File: src/core/aicd_defines.svh
/*
 * constants of the analog input configuration decoder: jumper bit
 * positions, range and units codes, register offsets, timing counts.
 * assumes inclusion by bare name from the package and the design file.
 */
`ifndef AICD_DEFINES_SVH
`define AICD_DEFINES_SVH

// ----------------------------------------------------------------------
// jumper bank (installed = 1)
// ----------------------------------------------------------------------
`define AICD_JMP_CNT_A 0
`define AICD_JMP_CNT_B 1
`define AICD_JMP_MODE 2
`define AICD_JMP_RANGE_LSB 3
`define AICD_JMP_UNITS_LSB 6

// ----------------------------------------------------------------------
// range and units codes
// ----------------------------------------------------------------------
`define AICD_RNG_BCD10 3'h0
`define AICD_RNG_BCD5 3'h1
`define AICD_RNG_BROKEN 3'h6
`define AICD_UNI_MAGSGN 2'h0
`define AICD_UNI_TC13 2'h1
`define AICD_UNI_TC12 2'h2
`define AICD_UNI_UNS 2'h3
`define AICD_FULL_SCALE 13'h0FFF
`define AICD_BCD10_K 14'h2712
`define AICD_BCD5_K 14'h138A

// ----------------------------------------------------------------------
// register map
// ----------------------------------------------------------------------
`define AICD_ADDR_W 4
`define AICD_REG_CTRL 4'h0
`define AICD_REG_STATUS 4'h4
`define AICD_REG_IMAGE 4'h8
`define AICD_CTRL_RST 1'h1

// ----------------------------------------------------------------------
// timing
// ----------------------------------------------------------------------
`define AICD_CLK_NS 5
`define AICD_FLASH_HALF_US 50000
`define AICD_FLASH_HALF_CYC (`AICD_FLASH_HALF_US * 1000 / `AICD_CLK_NS)
`define AICD_BOOT_WAIT 2'h3
`define AICD_FIFO_DEPTH 8

`endif

File: src/core/aicd_pkg.sv
/*
 * types of the analog input configuration decoder.
 * assumes aicd_defines.svh on the include path.
 */
`include "aicd_defines.svh"

package aicd_pkg;

	// decoded jumper configuration
	typedef struct packed {
		logic invalid;
		logic [1:0] chan_last;
		logic mode32;
		logic [2:0] range_code;
		logic [1:0] units;
	} aicd_cfg_t;

	// one conversion from the analog front end
	typedef struct packed {
		logic open_loop;
		logic neg;
		logic [11:0] mag;
	} aicd_raw_t;

	// one queued sample, tagged with its channel
	typedef struct packed {
		logic [1:0] chan;
		aicd_raw_t raw;
	} aicd_sample_t;

	typedef enum logic [1:0] {
		AICD_ST_BOOT = 2'h0,
		AICD_ST_RUN = 2'h1,
		AICD_ST_FAULT = 2'h3
	} aicd_state_t;

endpackage : aicd_pkg

File: src/core/aicd_decoder.sv
/*
 * analog input configuration decoder: jumper decode, conversion
 * sequencing, sample queue and controller input image.
 * assumes jumpers and the scan strobe arrive asynchronously on pins,
 * and the analog front end runs on mclk.
 */
// Decided for this implementation: the address-and-strobe port and the register offsets.
//
// Summary of operation
// RQ1 - all jumpers installed: four channels, 32 inputs, 4-20 mA, unsigned.
// RQ2 - two channel-count jumpers enable channels 1 to n, n from 1 to 4.
// RQ3 - only enabled channels are converted, shortening the update cycle.
// RQ4 - mode jumper removed selects 16 inputs, installed selects 32.
// RQ5 - image spans 16 input points or 32 input points per mode.
// RQ6 - three range jumpers form a binary code of eight settings.
// RQ7 - one range applies to all four channels; wiring picks V or I.
// RQ8 - 16-input mode: bipolar magnitude plus sign, unipolar 0 to 4095.
// RQ9 - 32-input mode codes 0 and 1 give BCD, +-9999 and +-5000.
// RQ10 - two units jumpers pick one of four formats for all channels.
// RQ11 - units jumpers ignored in 16-input mode.
// RQ12 - BCD ranges ignore units jumpers and always output BCD.
// RQ13 - invalid jumpers: run indicator off, channel 1 indicator flashes.
// RQ14 - 16 inputs: one combined sign bit; 32 inputs: four sign bits.
// RQ15 - two's complement and BCD only in 32-input mode.
// RQ16 - one channel delivered per scan, cycling enabled channels from 1.
// RQ17 - word carries 12 data bits, channel bits and optional extension.
// RQ18 - range and units codes follow table order, all ones highest.
// RQ19 - 16-input mode with range code 0 or 1 is invalid.
`timescale 1ns/1ps
`include "aicd_defines.svh"

// ----------------------------------------------------------------------
// sample queue
// ----------------------------------------------------------------------
module aicd_fifo #(
	parameter int WIDTH = 16,
	parameter int DEPTH = 8
) (
	input wire logic mclk, // clock
	input wire logic rst_n, // async reset
	input wire logic in_valid, // write request
	output logic in_ready, // room left
	input wire logic [WIDTH-1:0] in_data, // write data
	output logic out_valid, // data present
	input wire logic out_ready, // pop
	output logic [WIDTH-1:0] out_data // head entry
);
	localparam int AW = $clog2(DEPTH);

	typedef struct packed {
		logic [DEPTH-1:0][WIDTH-1:0] mem;
		logic [AW-1:0] wptr;
		logic [AW-1:0] rptr;
		logic [AW:0] count;
	} aicd_fifo_st_t;

	aicd_fifo_st_t s_reg;
	aicd_fifo_st_t s_next;
	logic push;
	logic pop;

	// count is one bit wider than the pointers so full and empty differ
	assign in_ready = (s_reg.count < (AW+1)'(DEPTH));
	assign out_valid = (s_reg.count != '0);
	assign out_data = s_reg.mem[s_reg.rptr];
	assign push = in_valid && in_ready;
	assign pop = out_valid && out_ready;

	always_comb begin
		s_next = s_reg;
		if (push) begin
			s_next.mem[s_reg.wptr] = in_data;
			s_next.wptr = (s_reg.wptr == AW'(DEPTH - 1)) ? '0 :
				s_reg.wptr + 1'b1;
		end
		if (pop) begin
			s_next.rptr = (s_reg.rptr == AW'(DEPTH - 1)) ? '0 :
				s_reg.rptr + 1'b1;
		end
		case ({push, pop})
			2'b10: s_next.count = s_reg.count + 1'b1;
			2'b01: s_next.count = s_reg.count - 1'b1;
			default: s_next.count = s_reg.count;
		endcase
	end

	always_ff @(posedge mclk or negedge rst_n) begin
		if (!rst_n) begin
			s_reg <= '0;
		end else begin
			s_reg <= s_next;
		end
	end
endmodule : aicd_fifo

// ----------------------------------------------------------------------
// decoder top
// ----------------------------------------------------------------------
module aicd_decoder #(
	parameter int FLASH_HALF_CYC = `AICD_FLASH_HALF_CYC
) (
	input wire logic mclk, // 200 MHz clock
	input wire logic rst_n, // async reset, active low
	input wire logic [7:0] jumper_pins, // jumper bank, 1 = installed
	input wire logic scan_pin, // controller scan strobe
	output logic conv_req, // convert conv_chan
	output logic [1:0] conv_chan, // channel to convert
	input wire logic conv_valid, // conversion done
	output logic conv_ready, // conversion taken
	input wire aicd_pkg::aicd_raw_t conv_data, // conversion result
	output logic [31:0] x_image, // controller input points
	output logic run_led, // run indicator
	output logic [3:0] ch_led, // channel indicators
	input wire logic [3:0] reg_addr, // register byte address
	input wire logic [31:0] reg_wdata, // write data
	input wire logic reg_wr, // write strobe
	input wire logic reg_rd, // read strobe
	output logic [31:0] reg_rdata // read data, cycle after strobe
);
	typedef struct packed {
		aicd_pkg::aicd_state_t st;
		aicd_pkg::aicd_cfg_t cfg;
		logic [1:0] boot_cnt;
		logic [7:0] jmp_s1;
		logic [7:0] jmp_s2;
		logic scan_s1;
		logic scan_s2;
		logic scan_prev;
		logic [1:0] conv_chan;
		logic seq_en;
		logic [31:0] image;
		logic [3:0] sign_bits;
		logic [3:0] broken_bits;
		logic [3:0] led_oh;
		logic [23:0] flash_cnt;
		logic flash;
		logic [31:0] rdata;
	} aicd_st_t;

	aicd_st_t s_reg;
	aicd_st_t s_next;
	aicd_pkg::aicd_sample_t q_in;
	aicd_pkg::aicd_sample_t q_out;
	logic q_in_ready;
	logic q_out_valid;
	logic q_pop;
	logic running;
	logic bipolar;
	logic neg;
	logic [15:0] fmt32;
	logic [12:0] tc13;
	logic [11:0] tc12;
	logic [12:0] uns;
	logic [27:0] bcd_prod;
	logic [15:0] bcd;

	// ------------------------------------------------------------------
	// binary to four BCD digits, value below 10000
	// ------------------------------------------------------------------
	function automatic logic [15:0] to_bcd(input logic [13:0] bin);
		logic [29:0] sh;
		sh = {16'h0000, bin};
		for (int i = 0; i < 14; i++) begin
			for (int d = 0; d < 4; d++) begin
				if (sh[14 + 4*d +: 4] > 4'h4) begin
					sh[14 + 4*d +: 4] = sh[14 + 4*d +: 4] + 4'h3;
				end
			end
			sh = {sh[28:0], 1'b0};
		end
		return sh[29:14];
	endfunction : to_bcd

	assign running = (s_reg.st == aicd_pkg::AICD_ST_RUN);
	// only enabled channels are sequenced and queued [RQ3]
	assign q_in = '{chan: s_reg.conv_chan, raw: conv_data};
	// a full queue stalls the front end instead of dropping samples
	assign conv_ready = running && s_reg.seq_en && q_in_ready;
	assign conv_req = running && s_reg.seq_en;
	assign conv_chan = s_reg.conv_chan;
	// a scan with an empty queue leaves the image as it was
	assign q_pop = running && s_reg.scan_s2 && !s_reg.scan_prev;

	aicd_fifo #(
		.WIDTH($bits(aicd_pkg::aicd_sample_t)),
		.DEPTH(`AICD_FIFO_DEPTH)
	) u_queue (
		.mclk(mclk),
		.rst_n(rst_n),
		.in_valid(conv_valid && conv_ready),
		.in_ready(q_in_ready),
		.in_data(q_in),
		.out_valid(q_out_valid),
		.out_ready(q_pop),
		.out_data(q_out)
	);

	// ------------------------------------------------------------------
	// data formatting of the queue head
	// ------------------------------------------------------------------
	always_comb begin
		// ranges 0 to 3 are bipolar in either mode [RQ7]
		bipolar = !s_reg.cfg.range_code[2];
		neg = q_out.raw.neg && bipolar;
		tc13 = neg ? 13'(~{1'b0, q_out.raw.mag} + 13'h0001) :
			{1'b0, q_out.raw.mag};
		tc12 = neg ? 12'(~{1'b0, q_out.raw.mag[11:1]} + 12'h001) :
			{1'b0, q_out.raw.mag[11:1]};
		if (!bipolar) begin
			uns = {1'b0, q_out.raw.mag};
		end else if (neg) begin
			uns = (`AICD_FULL_SCALE - {1'b0, q_out.raw.mag}) >> 1;
		end else begin
			uns = (`AICD_FULL_SCALE + {1'b0, q_out.raw.mag}) >> 1;
		end
		// scale 4095 to 9999 or 5000 with a 12-bit fraction [RQ9]
		bcd_prod = {2'b00, q_out.raw.mag} *
			((s_reg.cfg.range_code == `AICD_RNG_BCD10) ?
			`AICD_BCD10_K : `AICD_BCD5_K);
		bcd = to_bcd(bcd_prod[25:12]);
		// BCD ranges override the units jumpers [RQ12] [RQ9]
		if (s_reg.cfg.range_code == `AICD_RNG_BCD10 ||
				s_reg.cfg.range_code == `AICD_RNG_BCD5) begin
			fmt32 = bcd;
		end else begin
			case (s_reg.cfg.units) // [RQ10] [RQ18]
				`AICD_UNI_MAGSGN: fmt32 = {3'b000, neg, q_out.raw.mag};
				`AICD_UNI_TC13: fmt32 = {{3{tc13[12]}}, tc13};
				`AICD_UNI_TC12: fmt32 = {{4{tc12[11]}}, tc12};
				`AICD_UNI_UNS: fmt32 = {4'h0, uns[11:0]};
				default: fmt32 = 16'h0000;
			endcase
		end
	end

	// ------------------------------------------------------------------
	// control and register processes
	// ------------------------------------------------------------------
	always_comb begin
		s_next = s_reg;
		// the first stage feeds only the second
		s_next.jmp_s1 = jumper_pins;
		s_next.jmp_s2 = s_reg.jmp_s1;
		s_next.scan_s1 = scan_pin;
		s_next.scan_s2 = s_reg.scan_s1;
		s_next.scan_prev = s_reg.scan_s2;
		s_next.rdata = 32'h0000_0000;

		case (s_reg.st)
			aicd_pkg::AICD_ST_BOOT: begin
				// wait for the synchroniser to fill, then latch once
				// config taken once; later jumper moves need a reset
				s_next.boot_cnt = s_reg.boot_cnt + 2'h1;
				if (s_reg.boot_cnt == `AICD_BOOT_WAIT) begin
					s_next.cfg.chan_last = {
						s_reg.jmp_s2[`AICD_JMP_CNT_B],
						s_reg.jmp_s2[`AICD_JMP_CNT_A]}; // [RQ2]
					s_next.cfg.mode32 = s_reg.jmp_s2[`AICD_JMP_MODE]; // [RQ4]
					s_next.cfg.range_code =
						s_reg.jmp_s2[`AICD_JMP_RANGE_LSB +: 3]; // [RQ6]
					s_next.cfg.units =
						s_reg.jmp_s2[`AICD_JMP_UNITS_LSB +: 2]; // [RQ1]
					s_next.cfg.invalid = !s_reg.jmp_s2[`AICD_JMP_MODE] &&
						!s_reg.jmp_s2[`AICD_JMP_RANGE_LSB + 2] &&
						!s_reg.jmp_s2[`AICD_JMP_RANGE_LSB + 1]; // [RQ19]
					// units jumpers have no effect in 16-input mode [RQ11]
					if (!s_reg.jmp_s2[`AICD_JMP_MODE]) begin
						s_next.cfg.units = `AICD_UNI_MAGSGN;
					end
					s_next.st = s_next.cfg.invalid ?
						aicd_pkg::AICD_ST_FAULT : aicd_pkg::AICD_ST_RUN;
				end
			end
			aicd_pkg::AICD_ST_RUN: begin
				// channel 1 first, wrap after the last enabled one [RQ16]
				if (conv_valid && conv_ready) begin
					s_next.conv_chan = (s_reg.conv_chan ==
						s_reg.cfg.chan_last) ? 2'h0 :
						s_reg.conv_chan + 2'h1; // [RQ2] [RQ3]
				end
				// one channel per scan edge [RQ16]
				if (q_pop && q_out_valid) begin
					s_next.led_oh = 4'h1 << q_out.chan;
					if (s_reg.cfg.mode32) begin
						s_next.sign_bits[q_out.chan] = fmt32 != 16'h0000 &&
							neg; // [RQ14]
						s_next.broken_bits[q_out.chan] = q_out.raw.open_loop &&
							s_reg.cfg.range_code == `AICD_RNG_BROKEN;
						s_next.image = {4'h0,
							s_next.broken_bits, s_next.sign_bits,
							4'h1 << q_out.chan, fmt32}; // [RQ5] [RQ17]
					end else begin
						// 16 points, plain 12-bit data only [RQ15] [RQ8]
						s_next.image = {16'h0000,
							q_out.raw.open_loop &&
							s_reg.cfg.range_code == `AICD_RNG_BROKEN,
							neg, q_out.chan,
							q_out.raw.mag}; // [RQ14] [RQ5] [RQ17]
					end
				end
			end
			aicd_pkg::AICD_ST_FAULT: begin
				// fast blink on channel 1, image held at zero [RQ13]
				// rate is a parameter so a bench can shorten the blink
				if (s_reg.flash_cnt >= 24'(FLASH_HALF_CYC - 1)) begin
					s_next.flash_cnt = 24'h00_0000;
					s_next.flash = !s_reg.flash;
				end else begin
					s_next.flash_cnt = s_reg.flash_cnt + 24'h00_0001;
				end
			end
			default: s_next.st = aicd_pkg::AICD_ST_BOOT;
		endcase

		if (reg_wr && reg_addr == `AICD_REG_CTRL) begin
			s_next.seq_en = reg_wdata[0];
		end
		if (reg_rd) begin
			case (reg_addr)
				`AICD_REG_CTRL: s_next.rdata = {31'h0000_0000, s_reg.seq_en};
				// 13 status bits packed low, the rest read zero
				`AICD_REG_STATUS: s_next.rdata = {16'h0000, 3'h0,
					q_out_valid, s_reg.st == aicd_pkg::AICD_ST_FAULT,
					s_reg.conv_chan, s_reg.cfg.units, s_reg.cfg.range_code,
					s_reg.cfg.mode32, s_reg.cfg.chan_last, s_reg.cfg.invalid};
				`AICD_REG_IMAGE: s_next.rdata = s_reg.image;
				default: s_next.rdata = 32'h0000_0000;
			endcase
		end
	end

	always_ff @(posedge mclk or negedge rst_n) begin
		if (!rst_n) begin
			s_reg <= '0;
			s_reg.seq_en <= `AICD_CTRL_RST;
		end else begin
			s_reg <= s_next;
		end
	end

	assign x_image = s_reg.image;
	assign run_led = running; // [RQ13]
	assign ch_led = (s_reg.st == aicd_pkg::AICD_ST_FAULT) ?
		{3'b000, s_reg.flash} : s_reg.led_oh; // [RQ13]
	assign reg_rdata = s_reg.rdata;
endmodule : aicd_decoder

File: config.mk
export PLATFORM = sky130hd
export DESIGN_NAME = aicd_decoder
export DESIGN_NICKNAME = d
export VERILOG_FILES = /design/src/core/aicd_pkg.sv /design/src/core/aicd_decoder.sv
export VERILOG_INCLUDE_DIRS = /design/src /design/src/core
export SDC_FILE = /design/constraint.sdc
export NUM_CORES = 1
export LEC_CHECK = 0
export BUFFER_PORTS_ARGS = -buffer_cell sky130_fd_sc_hd__buf_2
export CAP_MARGIN = 0
export CORE_ASPECT_RATIO = 0.8
export CORE_MARGIN = 2
export CORE_UTILIZATION = 60
export DETAILED_ROUTE_END_ITERATION = 12
export GPL_ROUTABILITY_DRIVEN = 0
export PLACE_DENSITY = 0.84
export SLEW_MARGIN = 5
export SYNTH_ARGS = -nofsm -noshare
export SYNTH_HDL_FRONTEND = slang
export SYNTH_HIERARCHICAL = 1
export SYNTH_SLANG_ARGS = --single-unit
File: constraint.sdc
create_clock -name mclk -period 33.6 [get_ports mclk]
set_input_delay 1.68 -clock mclk [delete_from_list [all_inputs] [get_ports mclk]]
set_output_delay 1.68 -clock mclk [all_outputs]
set_load 0.02 [all_outputs]
==> impl_metrics.yaml <==
detailed_routing:
  via_per_inst: 6.53
  firstDrtPassIters: 9
  drt-total-wl_um: 53900
  drtIter0Drc: 1988
  drc: 0
  final_antenna_net_count: 0
  wl_per_cell_um: 19.9
  via_count: 17663
setup_path:
  path_class: "reg -> reg"
  crit_slowest_cell: "mux4_2"
  crit_top_cell: "inv_1"
  worstReg2RegEnd: "s_reg[68]$_DFFE_PN0P_"
  reg2reg_depth: 72
  worst_r2r_startpoint: "u_queue/s_reg[4]$_DFFE_PN0P_"
  cp-startpoint: "u_queue/s_reg[4]$_DFFE_PN0P_"
  start_kind: "register"
  arrival_ns: 19.77
  cp.required_ns: 33.96
  crit_fanout: 35
  rrSetupSlack_ns: 14.20
  critPathMaxStageDelay_ns: 0.59
  end_kind: "register"
finish:
  layout_commonest_cell: "dfrtp_1"
  layout_common_cells: "dfrtp_1, nor2_1, nand2_1"
  largest_register_ffs: 138
  drive_gt1_frac: 0.194
  layout.nets: 2454
  syn2layout_area_growth_pct: 5.19
  n_antenna_cell: 0
sta:
  max_freq_mhz: 51.5
  rsz0062_at_grt: "no"
  maxSlewHeadroom: 0.182
  slew_violations: 0
  worst_pin_slew_ns: 1.22
  hold_violations: 0
  fin_crit_ns: 19.40
  setup_viol: 0
  period_share: 0.578
  fin_skew_ns: 0.0210
  final.setup.tns_ns: 0
hold_path:
  holdCritStartpoint: "s_next[114]$_DFF_PN0_"
  min_path_cells: 0
  hold_path_class: "reg -> reg"
  worstHoldEndpoint: "s_reg[114]$_DFF_PN0_"
synthesis:
  ys_warn_count: 6
  synthXorXnorAreaFrac: 0.0352
  synth_top_area_frac: 0.312
  yosys.area_share.simple: 0.150
  synth_top_family_by_area: "compound AO/OA/AOI/OAI gates"
  synth_compound_area_frac: 0.166
  ys_top_cells_by_area: "dfrtp_1, mux2_2, ha_1, fa_1, mux4_2"
  yosysSeqAreaShare: 0.313
  synth_mux_area_frac: 0.136
  synth-edff-count: 0
  synthAdderAreaFrac: 0.125
  async_flop_share: 1.00
  synth.largest_area_cell: "dfrtp_1"
  syn_avg_cell_area_um2: 9.59
  ys.flop_type: "dfrtp_1"
  synth_cells: 2219
  yosysUniqueCellTypes: 117
  synth_area_um2: 21300
  ys_ff_latch: 266
floorplanning:
  fp-row-count: 61
  die_y_um: 172
  start_util: 0.610
  die_area_um2: 37000
  io_pins: 137
  design.core.area_um2: 34900
  die_w_um: 215
placed_design:
  hpwl_um: 38300
  io_buffer_count: 97
global_route:
  use_met2: 0.490
  antenna_found_initial: 0
  grt_max_degree: 135
  grt_overflow: 0
  busiest_layer: "met2"
  grtUsageMet1: 0.399
  first_global_vias: 17422
  use_met3: 0.0413
  grt_first_pass_wirelength_um: 88100
  grt_util_all_layers: 0.290
clock_network:
  cts_tree: "done"
  post_cts_buffers: 0
  worstSkewPairLatency_ns: 0.53
  cts_buffers: 24
  cts_resized: 0
  cts.sinks: 266
  htree_levels: 1
  cts_buffer_depth: 3
  holdBufCountCts: 0
  cts_root_buffer: "clkbuf_16"
  clkTransAtPathRegs_ns: 0.07
job:
  maxCapViolCount: 0
run_status:
  status: "finished, final reports clean"
## area by class of cell
type / count / area, µm²
multi-input cells: 1661 / 13100
fillers: 2633 / 12500
flip-flops and latches: 266 / 6660
clock buffers: 33 / 716
repair buffers: 112 / 608
well taps: 472 / 591
inverters: 149 / 559
clock inverters: 10 / 114
## cell families after synthesis
| logic type | Yosys count |
|---|---|
| other cells | 2 |
| fa+ha+maj | 177 |
| compound gates | 508 |
| buf+inv | 318 |
| mux | 227 |
| flops | 266 |
| xor+xnor | 83 |
| simple gates | 638 |
## how the worst max path moves through the flow
stage | to | slack, ns | cells after the start
floorplan | s_reg[65]$_DFFE_PN0P_ | 17.52 | 75
finish | s_reg[68]$_DFFE_PN0P_ | 14.20 | 72
CTS | s_reg[68]$_DFFE_PN0P_ | 14.62 | 69
global placement | s_reg[65]$_DFFE_PN0P_ | 15.23 | 72
global route | s_reg[68]$_DFFE_PN0P_ | 13.06 | 69
detailed placement | s_reg[68]$_DFFE_PN0P_ | 14.75 | 68
## cell usage after synthesis (25+ instances only)
library cell    n
a21oi_1       106
and3_1         31
buf_2          29
buf_4          70
clkbuf_1       53
dfrtp_1       265
fa_1           61
ha_1          115
inv_1         141
mux2_2        168
mux2i_1        25
mux4_2         32
nand2_1       172
nand3_1        46
nand4_1        26
nor2_1        184
nor3_1         36
o21ai_0        95
xnor2_1        52
xor2_1         29
## worst max-delay path: cells and delay by family (launching register included)
| family | cells | cell delay (ns) |
|---|---|---|
| AOI/OAI and AO/OA | 23 | 6.03 |
| DFF | 1 | 0.35 |
| adders and majority gates | 14 | 4.79 |
| xor gates and xnor gates | 2 | 0.42 |
| muxes | 4 | 1.75 |
| buffers and inverters | 14 | 2.03 |
| and+or+nand+nor | 15 | 3.76 |
## stage by stage
| step | setup WS, ns | cells | util | hold WS, ns | area, µm² |
|---|---|---|---|---|---|
| 4_1_cts | 14.62 | 2703 | 0.642 | 0.350 | 22400 |
| 2_1_floorplan | 17.52 | 2245 | - | 0.331 | 21400 |
| 5_1_grt | 13.06 | 2703 | 0.642 | 0.362 | 22400 |
| 3_3_place_gp | 15.23 | 2660 | 0.618 | 0.336 | 21600 |
| 6_report | 14.20 | 2703 | 0.642 | 0.342 | 22400 |
| 3_5_place_dp | 14.75 | 2660 | 0.618 | 0.336 | 21600 |
## per-layer routing
layer | part of all wire | up-vias | routed length, µm
li1 | - | 7916 | -
met1 | 0.42 | 8701 | 22800
met2 | 0.47 | 918 | 25500
met3 | 0.086 | 128 | 4620
met4 | 0.019 | 0 | 1000
met5 | 0 | - | 0
Power is left out: the tool's default activity adds up to more than one toggle a clock period on the data nets, which glitch-free logic cannot reach.
